<file path="src/inc/rls_pkg.sv">
// Constants and types shared by the radio link control and sleep block.
// Assumes a 125 MHz core clock and a plain address/strobe register port.
package rls_pkg;
	// Register map, byte addresses
	localparam logic [7:0] RLS_CTRL   = 8'h00;
	localparam logic [7:0] RLS_CMD    = 8'h04;
	localparam logic [7:0] RLS_DATA   = 8'h08;
	localparam logic [7:0] RLS_SLP_M  = 8'h0c;
	localparam logic [7:0] RLS_SLP_N  = 8'h10;
	localparam logic [7:0] RLS_STATUS = 8'h14;
	localparam logic [7:0] RLS_DIV    = 8'h18;
	// Control fields
	localparam int CT_FAST  = 0;
	localparam int CT_INIT  = 1;
	localparam int CT_SLEEP = 2;
	localparam int CT_PUP   = 3;
	localparam int CT_SYNCV = 4;
	localparam int CT_SYNCE = 5;
	// Status fields
	localparam int ST_BUSY  = 0;
	localparam int ST_PGOOD = 1;
	localparam int ST_LOCAL = 2;
	localparam int ST_WAKE  = 3;
	localparam int ST_OERR  = 4;
	localparam int ST_OIDX  = 8;
	// Frame layout
	localparam logic [2:0] RLS_HDR      = 3'h5;
	localparam int         RLS_NORM_LEN = 25;
	localparam int         RLS_F16_LEN  = 16;
	localparam int         RLS_F8_LEN   = 8;
	localparam int         RLS_RX_FIRST = 10;
	localparam int         RLS_ORD_NUM  = 14;
	// Timing
	localparam int         RLS_CLK_MHZ  = 125;
	localparam int         RLS_SCLK_KHZ = 4000;
	localparam logic [7:0] RLS_DIV_RST  = 8'((RLS_CLK_MHZ * 1000) / (2 * RLS_SCLK_KHZ) - 1);
	localparam int         RLS_GAP_SCLK = 2;
	localparam logic [2:0] RLS_GAP_HALF = 3'(2 * RLS_GAP_SCLK - 1);

	typedef enum logic [1:0] {K_NORMAL, K_FAST16, K_FAST8, K_WIDE} rls_kind_e;

	typedef struct packed {
		rls_kind_e   kind;
		logic        rw;
		logic [4:0]  addr;
		logic [31:0] data;
	} rls_frame_s;
endpackage : rls_pkg

</file>
<file path="src/core/rls_top.sv">
// Radio link control and sleep sequencer: radio pins, power-up, serial access, sleep.
// Assumes the power manager, slow clock and radio pins are outside; slow clock is async.
//
// Functional notes
// Fast-write enable lets the header carry a write-only register address.
// Power and output fast writes send just 3 address and 5 data bits.
// Normal read and write frames stay usable while fast write is on.
// A 32-bit register takes two writes, high word then low word.
// At least two serial clocks separate the two word writes.
// Reading a 32-bit radio register returns a word count, 0 or 1.
// Init writes 32-bit registers 17,15,14,12..4,2,1 in that order.
// After reset modem data is high; chip-enable, sync, serial data float.
// First radio type starts its oscillator on modem data high.
// First radio type leaves power-up mode when chip-enable rises.
// Second radio type raises power-good after four reference clocks.
// After power-good drive chip-enable high and do all radio writes.
// Modem data goes low when initialisation is finished.
// Chip-enable low forces radio sleep at any time.
// Radio restarts its oscillator when chip-enable rises in sleep.
// In sleep only the M and N slow-clock counters run.
// Before sleep registers move to the local domain; CPU locked out.
// With gating enabled, request it; next slow edge stops local clocks.
// After M+1 slow cycles the gating request drops.
// After N+1 more slow cycles local clocks restart.
// Sleep end pulses wake-up; domains return once gating is disabled.
// Normal frame: 3-bit header, rw, 5-bit address, 16 data, MSB first.
// Data changes on falling serial clock; load strobe commits it.
// M and N are latched at sleep entry and frozen during sleep.
// Word gap is counted in half serial clock periods.
//
// Strobed register access and the register addresses were chosen for this implementation.
`timescale 1ns/1ps
module rls_top (
	input  wire logic        i_core_clk,
	input  wire logic        i_arst_n,
	input  wire logic [7:0]  i_addr,
	input  wire logic [31:0] i_wdata,
	input  wire logic        i_wr,
	input  wire logic        i_rd,
	output logic [31:0]      o_rdata,
	input  wire logic        i_slow_clk,
	input  wire logic        i_power_good,
	input  wire logic        i_hcc_en,
	input  wire logic        i_serial_link_data,
	output logic             o_sclk,
	output logic             o_serial_link_data,
	output logic             o_serial_link_data_oe_n,
	output logic             o_sle,
	output logic             o_ce,
	output logic             o_ce_oe_n,
	output logic             o_sync,
	output logic             o_sync_oe_n,
	output logic             o_modem_data,
	output logic             o_clk_gate_req,
	output logic             o_llc_clk_on,
	output logic             o_domain_local,
	output logic             o_wakeup
);
	import rls_pkg::*;

	typedef enum logic [1:0] {PW_RESET, PW_INIT, PW_IDLE} rls_pwr_e;
	typedef enum logic [2:0] {SL_IDLE, SL_SWITCH, SL_REQ, SL_MCNT, SL_NCNT, SL_WAKE, SL_BACK} rls_slp_e;

	rls_pwr_e    pw_state;
	rls_slp_e    sl_state;
	logic        fast_en;
	logic        init_done;
	logic        pup_go;
	logic        sync_val;
	logic        sync_en;
	logic        sleep_go;
	logic [7:0]  div;
	logic [15:0] m_reg;
	logic [15:0] n_reg;
	logic [15:0] m_lat;
	logic [15:0] n_lat;
	logic [15:0] cnt;
	logic [31:0] data_reg;
	logic [3:0]  ord_idx;
	logic        ord_err;
	logic        wake_flag;
	logic        sl_s1, sl_s2, sl_s3;
	logic        pg_s1, pg_sync;
	logic        sd_s1, sd_sync;
	logic        slow_rise;
	logic        ser_busy;
	logic [15:0] ser_rdata;
	logic        wr_ok;
	logic        cmd_wr;
	logic        cmd_go;
	logic        kind_ok;
	logic        order_ok;
	logic        order_bad;
	rls_frame_s  frame;

	// Expected address of each 32-bit register during init
	function automatic logic [4:0] order_addr(input logic [3:0] idx);
		case (idx)
			4'h0:    order_addr = 5'h11;
			4'h1:    order_addr = 5'h0f;
			4'h2:    order_addr = 5'h0e;
			4'hc:    order_addr = 5'h02;
			4'hd:    order_addr = 5'h01;
			default: order_addr = 5'(5'h0f - {1'b0, idx});
		endcase
	endfunction : order_addr

	////////////////////////////////////////////////////////////////////////////
	// Synchronisers for pins from outside the core domain

	// Slow clock three flops with edge detect; power-good and serial data two flops each
	always_ff @(posedge i_core_clk or negedge i_arst_n) begin
		if (!i_arst_n) begin
			sl_s1 <= 1'b0;
			sl_s2 <= 1'b0;
			sl_s3 <= 1'b0;
			pg_s1 <= 1'b0;
			pg_sync <= 1'b0;
			sd_s1 <= 1'b0;
			sd_sync <= 1'b0;
		end else begin
			sl_s1 <= i_slow_clk;
			sl_s2 <= sl_s1;
			sl_s3 <= sl_s2;
			pg_s1 <= i_power_good;
			pg_sync <= pg_s1;
			sd_s1 <= i_serial_link_data;
			sd_sync <= sd_s1;
		end
	end

	assign slow_rise = sl_s2 && !sl_s3;

	////////////////////////////////////////////////////////////////////////////
	// Command decode

	// CPU writes are only honoured while registers sit in the system domain
	assign wr_ok = i_wr && !o_domain_local;
	assign cmd_wr = wr_ok && i_addr == RLS_CMD;
	assign frame.kind = rls_kind_e'(i_wdata[7:6]);
	assign frame.rw = i_wdata[5] && frame.kind == K_NORMAL;
	assign frame.addr = i_wdata[4:0];
	assign frame.data = data_reg;
	// Fast frames need fast mode; normal frames always pass
	assign kind_ok = frame.kind == K_NORMAL || frame.kind == K_WIDE || fast_en;
	assign order_ok = pw_state != PW_INIT || frame.kind != K_WIDE
		|| ord_idx >= 4'(RLS_ORD_NUM) || frame.addr == order_addr(ord_idx);
	assign order_bad = cmd_wr && !ser_busy && kind_ok && pw_state != PW_RESET && !order_ok;
	assign cmd_go = cmd_wr && !ser_busy && kind_ok && order_ok && pw_state != PW_RESET;

	////////////////////////////////////////////////////////////////////////////
	// Software registers

	// Control, divider, sleep counts and data word
	always_ff @(posedge i_core_clk or negedge i_arst_n) begin
		if (!i_arst_n) begin
			fast_en <= 1'b0;
			init_done <= 1'b0;
			pup_go <= 1'b0;
			sync_val <= 1'b0;
			sync_en <= 1'b0;
			sleep_go <= 1'b0;
			div <= RLS_DIV_RST;
			m_reg <= 16'h0000;
			n_reg <= 16'h0000;
			data_reg <= 32'h0000_0000;
		end else begin
			sleep_go <= 1'b0;
			if (wr_ok) begin
				case (i_addr)
					RLS_CTRL: begin
						fast_en <= i_wdata[CT_FAST];
						init_done <= i_wdata[CT_INIT];
						sleep_go <= i_wdata[CT_SLEEP];
						pup_go <= i_wdata[CT_PUP];
						sync_val <= i_wdata[CT_SYNCV];
						sync_en <= i_wdata[CT_SYNCE];
					end
					RLS_DATA:  data_reg <= i_wdata;
					RLS_SLP_M: m_reg <= i_wdata[15:0];
					RLS_SLP_N: n_reg <= i_wdata[15:0];
					RLS_DIV:   div <= i_wdata[7:0];
					default: ;
				endcase
			end
		end
	end

	// Sticky flags, write one to clear, a new event wins
	always_ff @(posedge i_core_clk or negedge i_arst_n) begin
		if (!i_arst_n) begin
			ord_err <= 1'b0;
			wake_flag <= 1'b0;
		end else begin
			if (order_bad)
				ord_err <= 1'b1;
			else if (wr_ok && i_addr == RLS_STATUS && i_wdata[ST_OERR])
				ord_err <= 1'b0;
			if (sl_state == SL_BACK && !i_hcc_en)
				wake_flag <= 1'b1;
			else if (wr_ok && i_addr == RLS_STATUS && i_wdata[ST_WAKE])
				wake_flag <= 1'b0;
		end
	end

	// Init order tracker for 32-bit registers
	always_ff @(posedge i_core_clk or negedge i_arst_n) begin
		if (!i_arst_n)
			ord_idx <= 4'h0;
		else if (cmd_go && frame.kind == K_WIDE && pw_state == PW_INIT && ord_idx < 4'(RLS_ORD_NUM))
			ord_idx <= ord_idx + 4'h1;
	end

	// Read port, data valid the cycle after the strobe only
	always_ff @(posedge i_core_clk or negedge i_arst_n) begin
		if (!i_arst_n) begin
			o_rdata <= 32'h0000_0000;
		end else begin
			o_rdata <= 32'h0000_0000;
			if (i_rd) begin
				case (i_addr)
					RLS_CTRL:   o_rdata <= o_domain_local ? 32'h0000_0000
						: {26'h000_0000, sync_en, sync_val, pup_go, 1'b0, init_done, fast_en};
					RLS_DATA:   o_rdata <= o_domain_local ? 32'h0000_0000 : {16'h0000, ser_rdata};
					RLS_SLP_M:  o_rdata <= {16'h0000, m_reg};
					RLS_SLP_N:  o_rdata <= {16'h0000, n_reg};
					RLS_DIV:    o_rdata <= {24'h00_0000, div};
					RLS_STATUS: o_rdata <= {20'h0_0000, ord_idx, 3'h0, ord_err, wake_flag,
						o_domain_local, pg_sync, ser_busy};
					default:    o_rdata <= 32'h0000_0000;
				endcase
			end
		end
	end

	////////////////////////////////////////////////////////////////////////////
	// Radio power-up

	// Pins float at reset, modem data held high to start the oscillator
	always_ff @(posedge i_core_clk or negedge i_arst_n) begin
		if (!i_arst_n) begin
			pw_state <= PW_RESET;
			o_modem_data <= 1'b1;
			o_ce_oe_n <= 1'b1;
			o_sync_oe_n <= 1'b1;
			o_sync <= 1'b0;
		end else begin
			if (pw_state != PW_RESET) begin
				o_sync_oe_n <= !sync_en;
				o_sync <= sync_val;
			end
			case (pw_state)
				PW_RESET: begin
					if (pg_sync || pup_go) begin
						o_ce_oe_n <= 1'b0;
						pw_state <= PW_INIT;
					end
				end
				PW_INIT: begin
					if (init_done && !ser_busy) begin
						o_modem_data <= 1'b0;
						pw_state <= PW_IDLE;
					end
				end
				PW_IDLE: ;
				default: pw_state <= PW_RESET;
			endcase
		end
	end

	// Chip-enable follows power-up and is pulled low across the gated sleep
	always_ff @(posedge i_core_clk or negedge i_arst_n) begin
		if (!i_arst_n)
			o_ce <= 1'b0;
		else if (sl_state == SL_SWITCH && i_hcc_en)
			o_ce <= 1'b0;
		else if (pw_state == PW_RESET)
			o_ce <= pg_sync || pup_go;
		else if (sl_state == SL_WAKE || sl_state == SL_IDLE)
			o_ce <= 1'b1;
	end

	////////////////////////////////////////////////////////////////////////////
	// Sleep sequencer

	// Domain switch, gating request, M and N counts, wake-up
	always_ff @(posedge i_core_clk or negedge i_arst_n) begin
		if (!i_arst_n) begin
			sl_state <= SL_IDLE;
			m_lat <= 16'h0000;
			n_lat <= 16'h0000;
			cnt <= 16'h0000;
			o_domain_local <= 1'b0;
			o_clk_gate_req <= 1'b0;
			o_llc_clk_on <= 1'b1;
			o_wakeup <= 1'b0;
		end else begin
			o_wakeup <= 1'b0;
			case (sl_state)
				SL_IDLE: begin
					if (sleep_go && pw_state == PW_IDLE && !ser_busy) begin
						m_lat <= m_reg;
						n_lat <= n_reg;
						o_domain_local <= 1'b1;
						sl_state <= SL_SWITCH;
					end
				end
				SL_SWITCH: begin
					if (i_hcc_en) begin
						o_clk_gate_req <= 1'b1;
						sl_state <= SL_REQ;
					end
				end
				SL_REQ: begin
					if (slow_rise) begin
						o_llc_clk_on <= 1'b0;
						cnt <= 16'h0000;
						sl_state <= SL_MCNT;
					end
				end
				SL_MCNT: begin
					if (slow_rise && cnt == m_lat) begin
						o_clk_gate_req <= 1'b0;
						cnt <= 16'h0000;
						sl_state <= SL_NCNT;
					end else if (slow_rise) begin
						cnt <= cnt + 16'h0001;
					end
				end
				SL_NCNT: begin
					if (slow_rise && cnt == n_lat) begin
						o_llc_clk_on <= 1'b1;
						sl_state <= SL_WAKE;
					end else if (slow_rise) begin
						cnt <= cnt + 16'h0001;
					end
				end
				SL_WAKE: begin
					o_wakeup <= 1'b1;
					sl_state <= SL_BACK;
				end
				SL_BACK: begin
					if (!i_hcc_en) begin
						o_domain_local <= 1'b0;
						sl_state <= SL_IDLE;
					end
				end
				default: sl_state <= SL_IDLE;
			endcase
		end
	end

	////////////////////////////////////////////////////////////////////////////
	// Serial engine

	rls_serial u_serial (
		.i_core_clk  (i_core_clk),
		.i_arst_n    (i_arst_n),
		.i_start     (cmd_go),
		.i_frame     (frame),
		.i_div       (div),
		.i_serial_link_data      (sd_sync),
		.o_sclk      (o_sclk),
		.o_serial_link_data      (o_serial_link_data),
		.o_serial_link_data_oe_n (o_serial_link_data_oe_n),
		.o_sle       (o_sle),
		.o_busy      (ser_busy),
		.o_done      (),
		.o_rdata     (ser_rdata)
	);

	////////////////////////////////////////////////////////////////////////////
	// Checks

	a_reset_pins_free: assert property (@(posedge i_core_clk) disable iff (!i_arst_n)
		pw_state == PW_RESET |-> o_modem_data && o_ce_oe_n && o_serial_link_data_oe_n)
		else $error("radio pins driven before power-up");
	a_ce_after_good: assert property (@(posedge i_core_clk) disable iff (!i_arst_n)
		pw_state == PW_RESET && pg_sync |=> !o_ce_oe_n && o_ce)
		else $error("chip-enable not raised after power-good");
	a_modem_low_init: assert property (@(posedge i_core_clk) disable iff (!i_arst_n)
		pw_state == PW_INIT && init_done && !ser_busy |=> !o_modem_data ##1 !o_modem_data)
		else $error("modem data not lowered after init");
	a_gate_stops_clk: assert property (@(posedge i_core_clk) disable iff (!i_arst_n)
		sl_state == SL_REQ && slow_rise |=> !o_llc_clk_on && o_clk_gate_req)
		else $error("local clocks not stopped on slow edge");
	a_gate_drop_m: assert property (@(posedge i_core_clk) disable iff (!i_arst_n)
		sl_state == SL_MCNT && slow_rise && cnt == m_lat |=> !o_clk_gate_req && !o_llc_clk_on)
		else $error("gating request not dropped after M count");
	a_clk_on_n: assert property (@(posedge i_core_clk) disable iff (!i_arst_n)
		sl_state == SL_NCNT && slow_rise && cnt == n_lat |=> o_llc_clk_on ##1 o_wakeup)
		else $error("clocks or wake-up missing after N count");
	a_cpu_locked: assert property (@(posedge i_core_clk) disable iff (!i_arst_n)
		o_domain_local && i_wr |=> $stable(m_reg) && $stable(n_reg) && $stable(data_reg))
		else $error("CPU write reached local-domain registers");
	a_counts_frozen: assert property (@(posedge i_core_clk) disable iff (!i_arst_n)
		sl_state != SL_IDLE |=> $stable(m_lat) && $stable(n_lat))
		else $error("sleep counts changed during sleep");
	a_ce_low_asleep: assert property (@(posedge i_core_clk) disable iff (!i_arst_n)
		!o_llc_clk_on |-> !o_ce)
		else $error("chip-enable high while local clocks stopped");
	a_fast_needs_en: assert property (@(posedge i_core_clk) disable iff (!i_arst_n)
		cmd_go && frame.kind inside {K_FAST16, K_FAST8} |-> fast_en)
		else $error("fast frame sent without fast mode");
endmodule : rls_top

</file>
<file path="src/core/rls_serial.sv">
// Three-wire serial engine: shifts one frame out, two for a wide write, optionally reads 16 bits back.
// Assumes i_serial_link_data is already synchronised to the core clock.
`timescale 1ns/1ps
module rls_serial (
	input  wire logic              i_core_clk,
	input  wire logic              i_arst_n,
	input  wire logic              i_start,
	input  wire rls_pkg::rls_frame_s i_frame,
	input  wire logic [7:0]        i_div,
	input  wire logic              i_serial_link_data,
	output logic                   o_sclk,
	output logic                   o_serial_link_data,
	output logic                   o_serial_link_data_oe_n,
	output logic                   o_sle,
	output logic                   o_busy,
	output logic                   o_done,
	output logic [15:0]            o_rdata
);
	import rls_pkg::*;

	typedef enum logic [1:0] {SS_IDLE, SS_SHIFT, SS_LOAD, SS_GAP} rls_ser_e;

	rls_ser_e   state;
	rls_frame_s fr;
	logic [7:0] div_cnt;
	logic [24:0] shreg;
	logic [4:0] left;
	logic [4:0] sent;
	logic       wide_hi;
	logic [2:0] gap;
	logic       tick;
	logic [24:0] img_first;
	logic [24:0] img_low;

	// Frame image, left aligned, MSB first
	function automatic logic [24:0] frame_bits(input rls_frame_s f, input logic lo);
		case (f.kind)
			K_FAST16: frame_bits = {f.addr[2:0], f.data[12:0], 9'h000};
			K_FAST8:  frame_bits = {f.addr[2:0], f.data[4:0], 17'h0_0000};
			K_WIDE:   frame_bits = {RLS_HDR, 1'b0, f.addr, lo ? f.data[15:0] : f.data[31:16]};
			default:  frame_bits = {RLS_HDR, f.rw, f.addr, f.data[15:0]};
		endcase
	endfunction : frame_bits

	function automatic logic [4:0] frame_len(input rls_kind_e k);
		case (k)
			K_FAST16: frame_len = 5'(RLS_F16_LEN - 1);
			K_FAST8:  frame_len = 5'(RLS_F8_LEN - 1);
			default:  frame_len = 5'(RLS_NORM_LEN - 1);
		endcase
	endfunction : frame_len

	assign tick = (div_cnt == 8'h00);

	// Frame images for the first word and for the low word of a wide write
	assign img_first = frame_bits(i_frame, 1'b0);
	assign img_low = frame_bits(fr, 1'b1);

	// Half period divider
	always_ff @(posedge i_core_clk or negedge i_arst_n) begin
		if (!i_arst_n)
			div_cnt <= 8'h00;
		else if (state == SS_IDLE || tick)
			div_cnt <= i_div;
		else
			div_cnt <= div_cnt - 8'h01;
	end

	// Shift sequencer; data changes on falling sclk, radio samples on rising
	always_ff @(posedge i_core_clk or negedge i_arst_n) begin
		if (!i_arst_n) begin
			state <= SS_IDLE;
			fr <= '0;
			shreg <= '0;
			left <= 5'h00;
			sent <= 5'h00;
			wide_hi <= 1'b0;
			gap <= 3'h0;
			o_sclk <= 1'b0;
			o_serial_link_data <= 1'b0;
			o_serial_link_data_oe_n <= 1'b1;
			o_sle <= 1'b0;
			o_busy <= 1'b0;
			o_done <= 1'b0;
			o_rdata <= 16'h0000;
		end else begin
			o_done <= 1'b0;
			case (state)
				SS_IDLE: begin
					if (i_start) begin
						fr <= i_frame;
						shreg <= img_first << 1;
						o_serial_link_data <= img_first[24];
						o_serial_link_data_oe_n <= 1'b0;
						left <= frame_len(i_frame.kind);
						sent <= 5'h01;
						wide_hi <= (i_frame.kind == K_WIDE);
						o_busy <= 1'b1;
						state <= SS_SHIFT;
					end
				end
				SS_SHIFT: begin
					if (tick && !o_sclk) begin
						o_sclk <= 1'b1;
					end else if (tick) begin
						o_sclk <= 1'b0;
						if (fr.rw && sent >= 5'(RLS_RX_FIRST))
							o_rdata <= {o_rdata[14:0], i_serial_link_data};
						if (left == 5'h00) begin
							o_sle <= 1'b1;
							state <= SS_LOAD;
						end else begin
							left <= left - 5'h01;
							sent <= sent + 5'h01;
							if (fr.rw && sent >= 5'(RLS_RX_FIRST - 1))
								o_serial_link_data_oe_n <= 1'b1;
							else
								o_serial_link_data <= shreg[24];
							shreg <= shreg << 1;
						end
					end
				end
				SS_LOAD: begin
					if (tick && !o_sclk) begin
						o_sclk <= 1'b1;
					end else if (tick) begin
						o_sclk <= 1'b0;
						o_sle <= 1'b0;
						o_serial_link_data <= 1'b0;
						o_serial_link_data_oe_n <= 1'b0;
						if (wide_hi) begin
							gap <= RLS_GAP_HALF;
							state <= SS_GAP;
						end else begin
							o_busy <= 1'b0;
							o_done <= 1'b1;
							state <= SS_IDLE;
						end
					end
				end
				SS_GAP: begin
					if (tick && gap != 3'h0) begin
						gap <= gap - 3'h1;
					end else if (tick) begin
						wide_hi <= 1'b0;
						shreg <= img_low << 1;
						o_serial_link_data <= img_low[24];
						left <= frame_len(fr.kind);
						sent <= 5'h01;
						state <= SS_SHIFT;
					end
				end
				default: state <= SS_IDLE;
			endcase
		end
	end

	a_sle_gap_quiet: assert property (@(posedge i_core_clk) disable iff (!i_arst_n)
		state == SS_GAP |-> !o_sle && !o_sclk)
		else $error("serial pins moved during word gap");
endmodule : rls_serial

</file>
<file path="config.mk">
export PLATFORM = sky130hd
export DESIGN_NAME = rls_top
export DESIGN_NICKNAME = d
export VERILOG_FILES = /design/src/inc/rls_pkg.sv /design/src/core/rls_top.sv /design/src/core/rls_serial.sv
export SDC_FILE = /design/constraint.sdc
export NUM_CORES = 1
export LEC_CHECK = 0
export BUFFER_PORTS_ARGS = -buffer_cell sky130_fd_sc_hd__buf_2
export CAP_MARGIN = 10
export CORE_UTILIZATION = 55
export CTS_CLUSTER_DIAMETER = 120
export DETAILED_ROUTE_END_ITERATION = 16
export PLACE_DENSITY = 0.83
export SETUP_SLACK_MARGIN = 0.3
export SYNTH_ARGS = -nofsm -noshare
export SYNTH_HDL_FRONTEND = slang
export SYNTH_SLANG_ARGS = --single-unit
</file>
<file path="constraint.sdc">
create_clock -name i_core_clk -period 2.6 [get_ports i_core_clk]
set_input_delay 0.13 -clock i_core_clk [delete_from_list [all_inputs] [get_ports i_core_clk]]
set_output_delay 0.13 -clock i_core_clk [all_outputs]
set_load 0.01 [all_outputs]
</file>
==> run metrics <==
status=finished with violations; failing checks=negative setup slack; Crit Path Max Fanout=22; First-pass DRT Iterations=9; PwrDens=around 800 mW/mm2; area of the multi-input gates=0.006103 mm2; Slew Viols, Final=0; Critical Path Start Type=flop; most common library cell in the layout ignoring fill and taps=dfrtp_1; htree depth=1; final setup margin=-0.2459 ns; sequential fraction of design power=0.411; core area=approximately 0.023 mm2; flop2flop setup slack=-0.25 ns; Max Cap Viol=0; worst relative slew slack=0.3649; Mapped Cells=~1200; kind of critical path=flop to flop; Synth area leader=dfrtp_1; most frequent cells in the layout=246 x dfrtp_1, 130 x mux2_2, 99 x nand2_1; CTS sink cnt=262; number of enable flip-flop cells after synthesis=0; worst hold path cell count=2; Avg WL per Cell=about 21 um; Pint=8.226 mW; cts bufs inserted=27; number of I/O port buffers=76; die width=about 150 um; DRC viols=0; most common flop cell mapped by yosys=dfrtp_1; pre-CTS WS=-0.2356 ns; DR top layer=met4; Yosys reg bits=around 260; WP data arrival=3.29 ns; r2r startpoint=ord_idx[0]$_DFFE_PN0P_; final hold vios=0; share of layout cells above drive strength 1=0.3142; clock network fraction of total power=0.323; clk slew on worst S/H paths=0.06 ns; max reg flops=32; clock buffer depth=3; mapped cell area=0.01279 mm2; full die area=around 0.024 mm2; I/O Pins=93; Setup crit end kind=flop; FF-to-FF End=u_serial.o_busy$_DFFE_PN0P_; Pleak=7.498 nW; count of different cell masters after synthesis=between 60 and 70; Final Cycle Share=1.095; combinational power share=0.266; Die Height=between 150 and 200 um; DP HPWL=approximately 22000 um; Worst-Margin Slew=0.9491 ns; RSZ-0062 raised after global routing=true; Async S/R FF share, synth=1.000; Hold Path Origin=i_wdata[3]; path depth of the worst reg2reg path=12; Register Area=0.006576 mm2; Starting Density=0.5634; Yosys Warn Count=0; clock latency on the worst-skew pair=about 0.55 ns; first-pass GRT wire length=about 53000 um; root buf cell=clkbuf_16; GRT Total Usage=0.2827; final-layout fill cell count=about 1500; worst vdd ir=roughly 0.5 mV; Initial DRC Count=between 1000 and 1500; Hold EP=n_reg[3]$_DFFE_PN0P_; total vias in the final route=~10000; Metal-1 WL=about 14000 um; register area share after synthesis=0.5132; GP Congestion=around 0.92; ANT nets after route=0; initial antenna violation count=0; CTS tree=yes; NetSw=approximately 3.9 mW; setup violators final=66; Synth top area share=0.4968; maximum clock rate=around 0.35 GHz; Non-Filler Instances=~1600; ant diodes=0; vias per cell=about 6.3; classification of the worst-slack hold path=input port to flop; top cells by area, synth=dfrtp_1 50%, mux2_2 14%, nand2_1 3.0%, ha_1 2.7%, a222oi_1 2.5%; pin count of the biggest net entering global routing=between 70 and 80; routed wl met3=2980 um; Synth Area per Inst=around 11 um2; number of global-route vias before repair=10030; layout net count=around 1400; row cnt=55; Placed Cells incl. Taps=roughly 1500; Switching Fraction=0.3203; Worst Path Required=around 3.1 ns; total gr overflow=0; metal2 WL=16070 um; worst clock skew=~0.018 ns; final WL=34000 um; Tmin final=2.846 ns; area delta synth->final=21.64%
-- cells in the mapped netlist (9+ instances only) --
library cell / count
a21oi_1: 42
a222oi_1: 32
a22o_1: 9
a22oi_1: 17
buf_2: 9
buf_4: 18
clkbuf_1: 56
dfrtp_1: 254
ha_1: 28
inv_1: 34
mux2_2: 155
nand2_1: 102
nand3_1: 23
nor2_1: 77
nor2b_1: 10
nor3_1: 21
o21ai_0: 61
xnor2_1: 33
xor2_1: 30
-- per-stage QoR --
stage	hold slack, ns	setup TNS (ns)	power [mW]	area (um2)	utilization
floorplan	-0.1656	-1.780	6.919	13010	-
finish	0.007710	-11.22	12.10	15560	0.6853
CTS	0.0004101	-8.874	11.84	15310	0.6741
global placement	0.1299	-4.854	7.688	13920	0.6128
global route	0.01914	-18.29	12.62	15560	0.6853
detailed placement	0.1304	-6.633	7.819	13920	0.6128
-- kinds of logic (layout without fill, tap and decap cells) --
group                      after synthesis  after routing  synth area share
muxes                                  158            158            0.1388
other                                    1             16         0.0002931
and+or+nand+nor                        291            291            0.1066
AOI/OAI and AO/OA                      233            233            0.1284
adders and majority gates               28             28           0.02738
buffers and inverters                  123            273           0.04224
DFF                                    262            262            0.5132
xor gates and xnor gates                63             63           0.04313
-- power groups by stage --
stage,clock (mW),combinational (mW),sequential (mW)
final,3.91,3.22,4.98
after global routing,4.09,3.52,5.02
after CTS,3.94,2.95,4.95
after detailed placement,0,2.81,5.00
after global placement,0,2.70,4.99
after floorplan,0,2.07,4.85
-- per-layer routing --
layer / GRT usage / vias to the layer above
li1: - / 4433
met1: 0.3818 / 4922
met2: 0.4540 / 600
met3: 0.04455 / 121
met4: 0.1254 / 0
met5: 0 / -
-- cell type report --
cell class	count	share of cell area
flip-flops and latches	262	0.4225
repair buffers	189	0.09575
inverters	36	0.009004
clock inverters	7	0.005708
clock buffers	41	0.05193
multi-input cells	789	0.3922
well taps	285	0.02291
-- worst max path at each step --
stage | cells after the start | start | to | slack (ns)
2_1_floorplan | 10 | ord_idx[0]$_DFFE_PN0P_ | u_serial.state[0]$_DFFE_PN0P_ | -0.11
3_3_place_gp | 11 | ord_idx[0]$_DFFE_PN0P_ | u_serial.state[0]$_DFFE_PN0P_ | -0.22
3_5_place_dp | 11 | ord_idx[0]$_DFFE_PN0P_ | u_serial.state[0]$_DFFE_PN0P_ | -0.24
4_1_cts | 11 | ord_idx[1]$_DFFE_PN0P_ | u_serial.state[0]$_DFFE_PN0P_ | -0.21
5_1_grt | 13 | ord_idx[1]$_DFFE_PN0P_ | u_serial.fr[38]$_DFFE_PN0P_ | -0.36
6_report | 12 | ord_idx[0]$_DFFE_PN0P_ | u_serial.o_busy$_DFFE_PN0P_ | -0.25
-- critical path, stage by stage, from the launching register on --
cell       delay [ns]
dfrtp_2          0.42
inv_4            0.07
ha_4             0.17
or4b_1           0.49
a21o_1           0.20
o221ai_2         0.08
xnor2_2          0.11
a2111oi_4        0.34
buf_4            0.19
o211ai_1         0.14
buf_12           0.21
buf_4            0.17
a22oi_1          0.16
-- repair_timing --
action / in CTS / in global routing
endpoints found under the setup margin: 85 / 95
pin swaps: 3 / 18
hold buffers: 31 / 0
gates cloned: 1 / 3
hold endpoints to repair: 118 / 0
buffers inserted: 4 / 6
gates resized for setup: 32 / 41
(Power assumes the default switching activity.)
